==> config.mk <==
export PLATFORM = sky130hd
export DESIGN_NAME = sar_conv_ctrl
export DESIGN_NICKNAME = d
export VERILOG_FILES = /design/src/logic/sar_timing_pkg.sv /design/src/logic/serial_shifter.sv /design/src/logic/sar_conv_ctrl.sv
export SDC_FILE = /design/constraint.sdc
export NUM_CORES = 1
export LEC_CHECK = 0
export BUFFER_PORTS_ARGS = -buffer_cell sky130_fd_sc_hd__buf_4
export CAP_MARGIN = 30
export CORE_ASPECT_RATIO = 1.75
export CORE_MARGIN = 2
export CORE_UTILIZATION = 52
export CTS_BUF_LIST = sky130_fd_sc_hd__clkbuf_4 sky130_fd_sc_hd__clkbuf_8 sky130_fd_sc_hd__clkbuf_16
export CTS_CLUSTER_SIZE = 25
export DETAILED_ROUTE_END_ITERATION = 10
export GPL_ROUTABILITY_DRIVEN = 0
export GPL_TIMING_DRIVEN = 0
export PLACE_DENSITY_LB_ADDON = 0.25
export SLEW_MARGIN = 25
export SYNTH_ARGS = -nofsm -noshare
export SYNTH_HDL_FRONTEND = slang
export SYNTH_SLANG_ARGS = --single-unit
export TNS_END_PERCENT = 10
==> constraint.sdc <==
create_clock -name i_core_clk -period 2.2 [get_ports i_core_clk]
set_clock_uncertainty 0.2 [all_clocks]
set_input_delay 0.44 -clock i_core_clk [delete_from_list [all_inputs] [get_ports i_core_clk]]
set_output_delay 0.44 -clock i_core_clk [all_outputs]
set_load 0.05 [all_outputs]
==> src/logic/sar_timing_pkg.sv <==
/*
 * Shared constants, types and decode functions for the converter sequencer.
 * Assumes a single 200 MHz core clock; all times are turned into cycles here.
 */
package sar_timing_pkg;
    localparam int CLK_PERIOD_PS = 5000;
    localparam int RESULT_W = 16;
    localparam int CNT_W = 8;
    localparam int SH_CNT_W = 6;

    localparam int CONV_FAST_NS = 750;
    localparam int CONV_NORMAL_NS = 1000;
    localparam int CONV_LOWPWR_NS = 1250;
    // Input synchroniser, edge detect and settle cycles eat into the busy budget
    localparam int CONV_MARGIN_CYC = 8;
    localparam int EOC_TO_BUSY_NS = 20;
    localparam int SYNC_TO_BUSY_NS = 25;

    localparam int SCLK_PER_00_NS = 30;
    localparam int SCLK_PER_01_NS = 60;
    localparam int SCLK_PER_10_NS = 120;
    localparam int SCLK_PER_11_NS = 240;
    localparam int LEAD_00_NS = 4;
    localparam int LEAD_XX_NS = 20;
    localparam int LAG_00_NS = 3;
    localparam int LAG_01_NS = 60;
    localparam int LAG_10_NS = 140;
    localparam int LAG_11_NS = 300;

    localparam int CONV_FAST_CYC = CONV_FAST_NS * 1000 / CLK_PERIOD_PS - CONV_MARGIN_CYC;
    localparam int CONV_NORMAL_CYC = CONV_NORMAL_NS * 1000 / CLK_PERIOD_PS - CONV_MARGIN_CYC;
    localparam int CONV_LOWPWR_CYC = CONV_LOWPWR_NS * 1000 / CLK_PERIOD_PS - CONV_MARGIN_CYC;
    localparam int SETTLE_CYC = (EOC_TO_BUSY_NS * 1000 + CLK_PERIOD_PS - 1) / CLK_PERIOD_PS;
    localparam int TAIL_CYC = SYNC_TO_BUSY_NS * 1000 / CLK_PERIOD_PS;

    localparam logic [CNT_W-1:0] RESET_CNT = 8'h00;
    localparam logic [RESULT_W-1:0] RESET_RESULT = 16'h0000;

    typedef struct packed {
        logic fast;
        logic low_power;
        logic serial;
        logic read_after;
        logic [1:0] div_sel;
    } cfg_s;

    typedef struct packed {
        logic [SH_CNT_W-1:0] half;
        logic [SH_CNT_W-1:0] lead;
        logic [SH_CNT_W-1:0] lag;
    } sclk_timing_s;

    localparam cfg_s RESET_CFG = '0;

    function automatic logic [SH_CNT_W-1:0] ns_cyc(input int ns, input bit up);
        int c;
        c = up ? (ns * 1000 + CLK_PERIOD_PS - 1) / CLK_PERIOD_PS : ns * 1000 / CLK_PERIOD_PS;
        return SH_CNT_W'(c);
    endfunction : ns_cyc

    function automatic logic [CNT_W-1:0] conv_cycles(input cfg_s c);
        if (c.fast && !c.low_power) begin
            return CNT_W'(CONV_FAST_CYC);
        end else if (c.low_power && !c.fast) begin
            return CNT_W'(CONV_LOWPWR_CYC);
        end
        return CNT_W'(CONV_NORMAL_CYC);
    endfunction : conv_cycles

    function automatic sclk_timing_s sclk_timing(input logic [1:0] code);
        sclk_timing_s t;
        unique case (code)
            2'h0: t = '{ns_cyc(SCLK_PER_00_NS / 2, 1'b0), ns_cyc(LEAD_00_NS, 1'b1),
                        ns_cyc(LAG_00_NS, 1'b1)};
            2'h1: t = '{ns_cyc(SCLK_PER_01_NS / 2, 1'b0), ns_cyc(LEAD_XX_NS, 1'b1),
                        ns_cyc(LAG_01_NS, 1'b1)};
            2'h2: t = '{ns_cyc(SCLK_PER_10_NS / 2, 1'b0), ns_cyc(LEAD_XX_NS, 1'b1),
                        ns_cyc(LAG_10_NS, 1'b1)};
            2'h3: t = '{ns_cyc(SCLK_PER_11_NS / 2, 1'b0), ns_cyc(LEAD_XX_NS, 1'b1),
                        ns_cyc(LAG_11_NS, 1'b1)};
        endcase
        return t;
    endfunction : sclk_timing
endpackage : sar_timing_pkg

==> src/logic/serial_shifter.sv <==
/*
 * Master serial transmitter: frame sync, divided serial clock, MSB-first data.
 * Assumes timings are held stable by the caller for the whole frame.
 */
`timescale 1ns/1ps
module serial_shifter
    import sar_timing_pkg::*;
#(
    parameter int WORD_W = RESULT_W
) (
    input wire logic i_core_clk,
    input wire logic i_srst,
    input wire logic i_start,
    input wire logic [WORD_W-1:0] i_word,
    input wire sclk_timing_s i_timing,
    output logic o_sync,
    output logic o_sclk,
    output logic o_sdo,
    output logic o_done
);
    typedef enum logic [3:0] {
        SH_IDLE = 4'b0001,
        SH_LEAD = 4'b0010,
        SH_SHIFT = 4'b0100,
        SH_LAG = 4'b1000
    } sh_state_e;

    sh_state_e state_reg, state_next;
    logic [SH_CNT_W-1:0] cnt_reg, cnt_next;
    logic [$clog2(WORD_W)-1:0] bit_reg, bit_next;
    logic [WORD_W-1:0] sh_reg, sh_next;
    logic sync_reg, sync_next, sclk_reg, sclk_next, done_reg, done_next;

    always_comb begin
        state_next = state_reg;
        cnt_next = cnt_reg;
        bit_next = bit_reg;
        sh_next = sh_reg;
        sync_next = sync_reg;
        sclk_next = sclk_reg;
        done_next = 1'b0;
        unique case (state_reg)
            SH_IDLE: begin
                if (i_start) begin
                    sync_next = 1'b1;
                    sh_next = i_word;
                    sclk_next = 1'b0;
                    bit_next = '0;
                    cnt_next = i_timing.lead - 1'b1;
                    state_next = SH_LEAD;
                end
            end
            SH_LEAD: begin
                if (cnt_reg == '0) begin
                    sclk_next = 1'b1;
                    cnt_next = i_timing.half - 1'b1;
                    state_next = SH_SHIFT;
                end else begin
                    cnt_next = cnt_reg - 1'b1;
                end
            end
            SH_SHIFT: begin
                if (cnt_reg != '0) begin
                    cnt_next = cnt_reg - 1'b1;
                end else if (!sclk_reg) begin
                    sclk_next = 1'b1;
                    cnt_next = i_timing.half - 1'b1;
                end else begin
                    sclk_next = 1'b0;
                    cnt_next = i_timing.half - 1'b1;
                    if (bit_reg == ($clog2(WORD_W))'(WORD_W - 1)) begin
                        cnt_next = i_timing.lag - 1'b1;
                        state_next = SH_LAG;
                    end else begin
                        sh_next = {sh_reg[WORD_W-2:0], 1'b0};
                        bit_next = bit_reg + 1'b1;
                    end
                end
            end
            SH_LAG: begin
                if (cnt_reg == '0) begin
                    sync_next = 1'b0;
                    done_next = 1'b1;
                    state_next = SH_IDLE;
                end else begin
                    cnt_next = cnt_reg - 1'b1;
                end
            end
        endcase
    end

    always_ff @(posedge i_core_clk) begin
        if (i_srst) begin
            state_reg <= SH_IDLE;
            cnt_reg <= '0;
            bit_reg <= '0;
            sh_reg <= '0;
            sync_reg <= 1'b0;
            sclk_reg <= 1'b0;
            done_reg <= 1'b0;
        end else begin
            state_reg <= state_next;
            cnt_reg <= cnt_next;
            bit_reg <= bit_next;
            sh_reg <= sh_next;
            sync_reg <= sync_next;
            sclk_reg <= sclk_next;
            done_reg <= done_next;
        end
    end

    assign o_sync = sync_reg;
    assign o_sclk = sclk_reg;
    assign o_sdo = sh_reg[WORD_W-1];
    assign o_done = done_reg;

    chk_sclk_high_min: assert property (@(posedge i_core_clk) disable iff (i_srst)
        $rose(sclk_reg) && i_timing.half == 6'd3 |-> sclk_reg [*3] ##1 !sclk_reg)
        else $error("serial clock high phase wrong for code 00");
    chk_sclk_code11: assert property (@(posedge i_core_clk) disable iff (i_srst)
        $rose(sclk_reg) && i_timing.half == 6'd24 && state_reg == SH_SHIFT
        |-> sclk_reg [*8] ##16 sclk_reg ##1 !sclk_reg)
        else $error("serial clock high phase wrong for code 11");
    chk_sync_lead: assert property (@(posedge i_core_clk) disable iff (i_srst)
        $rose(sync_reg) && i_timing.lead == 6'd4 |-> !sclk_reg [*4] ##1 sclk_reg)
        else $error("sync lead to first clock edge wrong");
    chk_sync_lag: assert property (@(posedge i_core_clk) disable iff (i_srst)
        $fell(sync_reg) && i_timing.lag == 6'h0C |-> !$past(sclk_reg, 12))
        else $error("sync dropped too soon after last edge");
    chk_msb_first: assert property (@(posedge i_core_clk) disable iff (i_srst)
        i_start && state_reg == SH_IDLE |=> sync_reg && o_sdo == $past(i_word[WORD_W-1]))
        else $error("first serial bit is not the MSB");
    cov_frame_done: cover property (@(posedge i_core_clk) disable iff (i_srst) done_reg);
endmodule : serial_shifter

==> src/logic/sar_conv_ctrl.sv <==
/*
 * Conversion sequencer and readout port of a 16-bit sampling converter.
 * Assumes the analog core presents a settled result on i_sar_result at end
 * of conversion; pins from the host are asynchronous and are synchronised.
 */
`timescale 1ns/1ps
module sar_conv_ctrl
    import sar_timing_pkg::*;
(
    input wire logic i_core_clk,
    input wire logic i_srst,
    input wire logic i_convert_start_n,
    input wire logic i_chip_select_n,
    input wire logic i_fast_mode,
    input wire logic i_low_power,
    input wire logic i_serial_parallel_select,
    input wire logic i_read_after_convert,
    input wire logic [1:0] i_serial_clock_divider_select,
    input wire logic [RESULT_W-1:0] i_sar_result,
    output logic o_busy,
    output logic [RESULT_W-1:0] o_data,
    output logic o_data_oe,
    output logic o_sync,
    output logic o_sync_oe,
    output logic o_serial_clock,
    output logic o_serial_clock_oe,
    output logic o_serial_data_out,
    output logic o_serial_data_out_oe
);
    typedef enum logic [4:0] {
        ST_IDLE = 5'b00001,
        ST_CONVERT = 5'b00010,
        ST_SETTLE = 5'b00100,
        ST_SERIAL = 5'b01000,
        ST_TAIL = 5'b10000
    } conv_state_e;

    localparam int SYNC_W = 8;

    logic [SYNC_W-1:0] pin_meta_reg, pin_sync_reg;
    logic start_prev_reg;
    cfg_s cfg;
    logic start_n_s, cs_n_s, start_fall;

    conv_state_e state_reg, state_next;
    logic [CNT_W-1:0] cnt_reg, cnt_next;
    logic busy_reg, busy_next;
    logic [RESULT_W-1:0] result_reg, result_next;
    logic oe_par_reg, oe_par_next, oe_ser_reg, oe_ser_next;
    logic rac_reg, rac_next;
    logic eoc, sh_start, sh_done;
    sclk_timing_s timing;

    // Two-stage synchroniser for every host pin
    always_ff @(posedge i_core_clk) begin
        if (i_srst) begin
            pin_meta_reg <= 8'hFF;
            pin_sync_reg <= 8'hFF;
            start_prev_reg <= 1'b1;
        end else begin
            pin_meta_reg <= {i_convert_start_n, i_chip_select_n, i_fast_mode, i_low_power,
                             i_serial_parallel_select, i_read_after_convert,
                             i_serial_clock_divider_select};
            pin_sync_reg <= pin_meta_reg;
            start_prev_reg <= start_n_s;
        end
    end

    assign start_n_s = pin_sync_reg[7];
    assign cs_n_s = pin_sync_reg[6];
    assign cfg = cfg_s'(pin_sync_reg[5:0]);
    assign start_fall = start_prev_reg && !start_n_s;
    // Next mode, so a frame launched from idle never uses the previous conversion's code
    assign timing = sclk_timing(rac_next ? cfg.div_sel : 2'h0);
    assign eoc = (state_reg == ST_CONVERT) && (cnt_reg == '0);

    always_comb begin
        state_next = state_reg;
        cnt_next = cnt_reg;
        busy_next = busy_reg;
        result_next = result_reg;
        rac_next = rac_reg;
        sh_start = 1'b0;
        unique case (state_reg)
            ST_IDLE: begin
                if (start_fall) begin
                    busy_next = 1'b1;
                    cnt_next = conv_cycles(cfg) - 1'b1;
                    rac_next = cfg.serial && cfg.read_after;
                    // Read during convert ships the previous result
                    sh_start = cfg.serial && !cfg.read_after;
                    state_next = ST_CONVERT;
                end
            end
            ST_CONVERT: begin
                if (cnt_reg == '0) begin
                    result_next = i_sar_result;
                    cnt_next = CNT_W'(SETTLE_CYC - 1);
                    state_next = ST_SETTLE;
                end else begin
                    cnt_next = cnt_reg - 1'b1;
                end
            end
            ST_SETTLE: begin
                if (cnt_reg == '0) begin
                    if (rac_reg) begin
                        sh_start = 1'b1;
                        state_next = ST_SERIAL;
                    end else begin
                        busy_next = 1'b0;
                        state_next = ST_IDLE;
                    end
                end else begin
                    cnt_next = cnt_reg - 1'b1;
                end
            end
            ST_SERIAL: begin
                if (sh_done) begin
                    // Done rises in the same cycle that sync drops
                    cnt_next = CNT_W'(TAIL_CYC - 2);
                    state_next = ST_TAIL;
                end
            end
            ST_TAIL: begin
                if (cnt_reg == '0) begin
                    busy_next = 1'b0;
                    state_next = ST_IDLE;
                end else begin
                    cnt_next = cnt_reg - 1'b1;
                end
            end
        endcase
        // Starts seen outside IDLE fall through untouched
        oe_par_next = !cfg.serial;
        oe_ser_next = cfg.serial && !cs_n_s;
    end

    always_ff @(posedge i_core_clk) begin
        if (i_srst) begin
            state_reg <= ST_IDLE;
            cnt_reg <= RESET_CNT;
            busy_reg <= 1'b0;
            result_reg <= RESET_RESULT;
            rac_reg <= 1'b0;
            oe_par_reg <= 1'b0;
            oe_ser_reg <= 1'b0;
        end else begin
            state_reg <= state_next;
            cnt_reg <= cnt_next;
            busy_reg <= busy_next;
            result_reg <= result_next;
            rac_reg <= rac_next;
            oe_par_reg <= oe_par_next;
            oe_ser_reg <= oe_ser_next;
        end
    end

    serial_shifter #(.WORD_W(RESULT_W)) u_shifter (
        .i_core_clk(i_core_clk),
        .i_srst(i_srst),
        .i_start(sh_start),
        .i_word(state_reg == ST_IDLE ? result_reg : result_next),
        .i_timing(timing),
        .o_sync(o_sync),
        .o_sclk(o_serial_clock),
        .o_sdo(o_serial_data_out),
        .o_done(sh_done)
    );

    assign o_busy = busy_reg;
    assign o_data = result_reg;
    assign o_data_oe = oe_par_reg;
    assign o_sync_oe = oe_ser_reg;
    assign o_serial_clock_oe = oe_ser_reg;
    assign o_serial_data_out_oe = oe_ser_reg;

    // Busy length counter for width checks
    logic [10:0] busy_len_reg;
    always_ff @(posedge i_core_clk) begin
        if (i_srst || !busy_reg) begin
            busy_len_reg <= '0;
        end else begin
            busy_len_reg <= busy_len_reg + 1'b1;
        end
    end

    chk_busy_rise: assert property (@(posedge i_core_clk) disable iff (i_srst)
        start_fall && state_reg == ST_IDLE |=> busy_reg)
        else $error("busy did not rise after convert start");
    chk_busy_width: assert property (@(posedge i_core_clk) disable iff (i_srst)
        busy_reg && !rac_reg |-> busy_len_reg < 11'd248)
        else $error("busy held too long outside read after convert");
    chk_eoc_lead: assert property (@(posedge i_core_clk) disable iff (i_srst)
        eoc |=> busy_reg [*4])
        else $error("busy fell too soon after end of conversion");
    chk_data_valid: assert property (@(posedge i_core_clk) disable iff (i_srst)
        $fell(busy_reg) && !rac_reg |-> $stable(result_reg) && $past(eoc, 5))
        else $error("data not settled before busy fell");
    chk_ignore_start: assert property (@(posedge i_core_clk) disable iff (i_srst)
        start_fall && state_reg == ST_CONVERT && !eoc |=> state_reg == ST_CONVERT
        && $stable(result_reg))
        else $error("convert start during busy was not ignored");
    chk_cs_enable: assert property (@(posedge i_core_clk) disable iff (i_srst)
        !cs_n_s && cfg.serial |=> oe_ser_reg)
        else $error("serial outputs not enabled by chip select");
    chk_cs_release: assert property (@(posedge i_core_clk) disable iff (i_srst)
        cs_n_s |=> !oe_ser_reg)
        else $error("serial outputs not released by chip select");
    chk_sync_before_busy: assert property (@(posedge i_core_clk) disable iff (i_srst)
        $fell(o_sync) && rac_reg |-> busy_reg [*5] ##1 !busy_reg)
        else $error("busy did not follow sync drop by 25 ns");
    chk_rac_busy_max: assert property (@(posedge i_core_clk) disable iff (i_srst)
        busy_reg && rac_reg |-> busy_len_reg < 11'd1150)
        else $error("read after convert busy too long");

    cov_parallel: cover property (@(posedge i_core_clk) $fell(busy_reg) && oe_par_reg);
    cov_rdc: cover property (@(posedge i_core_clk) sh_start && !rac_reg);
    cov_rac: cover property (@(posedge i_core_clk) $fell(busy_reg) && rac_reg);
endmodule : sar_conv_ctrl

==> metrics <==
Die Ht 117 um; routed wire length 9510 um; Net Count, Synth 464; P_leak 2.09 nW; Residual DRC 0; crit path cell chain or3_4, o41a_1, a211oi_4, buf_4, nor2_4, buf_6, a22o_1; Synth-to-Final Area Change 31.8%; 1st-iter DRT viols 219; Hold WC Path Type in -> reg; Root Buffer clkbuf_16; Yosys cell types 55; core footprint 7130 um2; maximum VDD drop 0.578 mV; Vias 3461; Post-synth top flop dfxtp_1; RSZ-0062 raised after global routing yes; final setup vio count 26; Worst Slack Setup Final -0.177 ns; worst-margin pin slew 0.674 ns; Skew-Pair Late Insertion Delay 0.34 ns; clk sinks 83; cell taking the most area after synthesis dfxtp_1; H-Tree Level Count 3; Hold Buf Count CTS 0; full die area 7990 um2; FF+latch count, synth 83; YS warnings 0; Die W 68.4 um; Critical Setup Path Class reg -> reg; Hold Fails Final Rpt 0; drt pass-1 iters 4; sequential cell area fraction in the yosys report 44.0%; syn_area_per_cell 8.76 um2; Worst path slowest cell or3_4; Critical Path RT 2.23 ns; fmax 421 MHz; fillers 527; WP data arrival 2.41 ns; CTS max path bufs 2; period utilization 108%; first-pass GRT wire length 15100 um; IO Port Bufs 49; clock slew at reported path FFs 0.06 ns; post-route ant nets 0; number of global-route vias before repair 3380; GR Overflow Total 0; Tmin final 2.38 ns; Final nets 537; GR Util All Layers 25.1%; Initial Util 53.0%; initial antenna violation count 0; top-count cell post-synth dfxtp_1; share of layout cells above drive strength 1 31.6%; Worst slew margin 55.1%; std cell rows 41; CTS tree done; PwrDens 834 nW/um2; Syn Inst Count 431; Post-synth ARST share 0%; top cells by count, synth dfxtp_1 (83), nor2_1 (59), nand2_1 (38), o21ai_0 (30), a21oi_1 (24); synth top area cells dfxtp_1 (44%), nor2_1 (5.9%), mux2i_1 (5.8%), o21ai_0 (4.0%), nand2_1 (3.8%); CP endpoint kind flop; status complete, but fails checks; Wirelength per Cell 16.0 um; # Max-Cap Violations 0; final core occ 69.8%; share of the synthesized area in the top cell type 44.0%; Startpoint Class flop; worst-path maximum fanout 7; Post-synth EDFFs 0; Post-Syn Area 3780 um2; Ant. Diodes 0; fin. max-slew vios 0; CP peak stage delay 0.45 ns; drt via density 5.82; failing checks setup timing; pin count of the biggest net entering global routing 14; DP HPWL 6460 um; Design Power 4.15 mW; I/O pin cnt 50; CTS buffer count 9
[power breakdown]
group	leakage (nW)	internal (mW)	switching [mW]
sequential	0.680	1.59	0.107
clock	0.145	0.870	0.589
combinational	1.26	0.457	0.539
[layer usage]
layer  GRT usage [%]  vias to the layer above  wire [um]
li1                -                     1670          -
met1            25.8                     1634       3660
met2            45.4                      129       5130
met3            4.72                       28        432
met4            14.3                        0        296
met5               0                        -          0
[per-stage QoR]
step	setup WS [ns]	hold slack, ns	instance area (um2)	instances	TNS (ns)
after floorplan	-0.0774	0.172	3810	431	-1.10
after global placement	-0.377	0.181	4290	566	-10.02
after detailed placement	-0.395	0.186	4290	566	-11.90
after CTS	-0.168	0.0744	4820	589	-2.52
after global routing	-0.274	0.0774	4980	595	-5.77
final	-0.177	0.0812	4980	595	-3.06
[final cells by class]
cell class                 count  area [um2]  area share [%]
clock inverter                 3        21.3           0.427
buffer                        17         111            2.24
sequential                    83        1680            33.7
inverter                       9        33.8           0.678
timing repair buffer          68         547            11.0
clock buffer                  13         274            5.50
multi-input combinational    316        2210            44.3
tap                           86         108            2.16
[final timing paths]
path / from / to / slack, ns / depth (start not counted)
worst max-delay path: state_reg[3]$_SDFFE_PP0P_ / u_shifter.sh_reg[1]$_SDFFE_PP0P_ / -0.18 / 7
worst min-delay path: i_read_after_convert / pin_meta_reg[2]$_SDFF_PP1_ / 0.08 / 2
worst max register to register: state_reg[3]$_SDFFE_PP0P_ / u_shifter.sh_reg[1]$_SDFFE_PP0P_ / -0.18 / 7
worst min register to register: pin_sync_reg[6]$_SDFF_PP1_ / o_serial_clock_oe$_SDFF_PP0_ / 0.19 / 1
[layout by cell type (no fill, tap or decap), types with 4 or more instances in the layout]
cell type	n
clkbuf_1	10
o21ai_0	27
clkbuf_8	4
dfxtp_2	5
ha_1	6
nand4_1	5
nand3b_1	4
nand2_1	35
nand2b_1	6
a21oi_1	23
or2_2	18
mux2i_1	20
nor2_1	57
buf_6	5
nor3_1	11
clkbuf_16	9
inv_1	7
nor4_1	4
buf_4	66
dfxtp_1	75
a22o_1	15
xnor2_1	5
xor2_1	4
[cell families (layout without fill, tap and decap cells)]
family	count (synthesis)	in the layout	share of synthesized area, %
mux	22	22	5.83
simple gates	181	181	24.6
xor+xnor	10	10	2.32
fa+ha+maj	7	7	2.32
flops	83	83	44.0
compound gates	96	96	16.9
buf+inv	32	110	3.97
[what timing repair did]
item,CTS,global route
gates resized for setup,36,27
setup endpoints to repair,49,44
setup buffers,11,7
cloned,1,0
pin swaps,17,12
hold endpoints to repair,0,0
[worst max-delay path, delay by kind of cell (launching register included)]
kind | cells | cell delay (ns)
flip-flops | 1 | 0.39
buffers and inverters | 2 | 0.30
AO/OA/AOI/OAI | 3 | 0.90
AND/OR/NAND/NOR | 2 | 0.50
No activity file was read; power rests on OpenSTA's default activity.
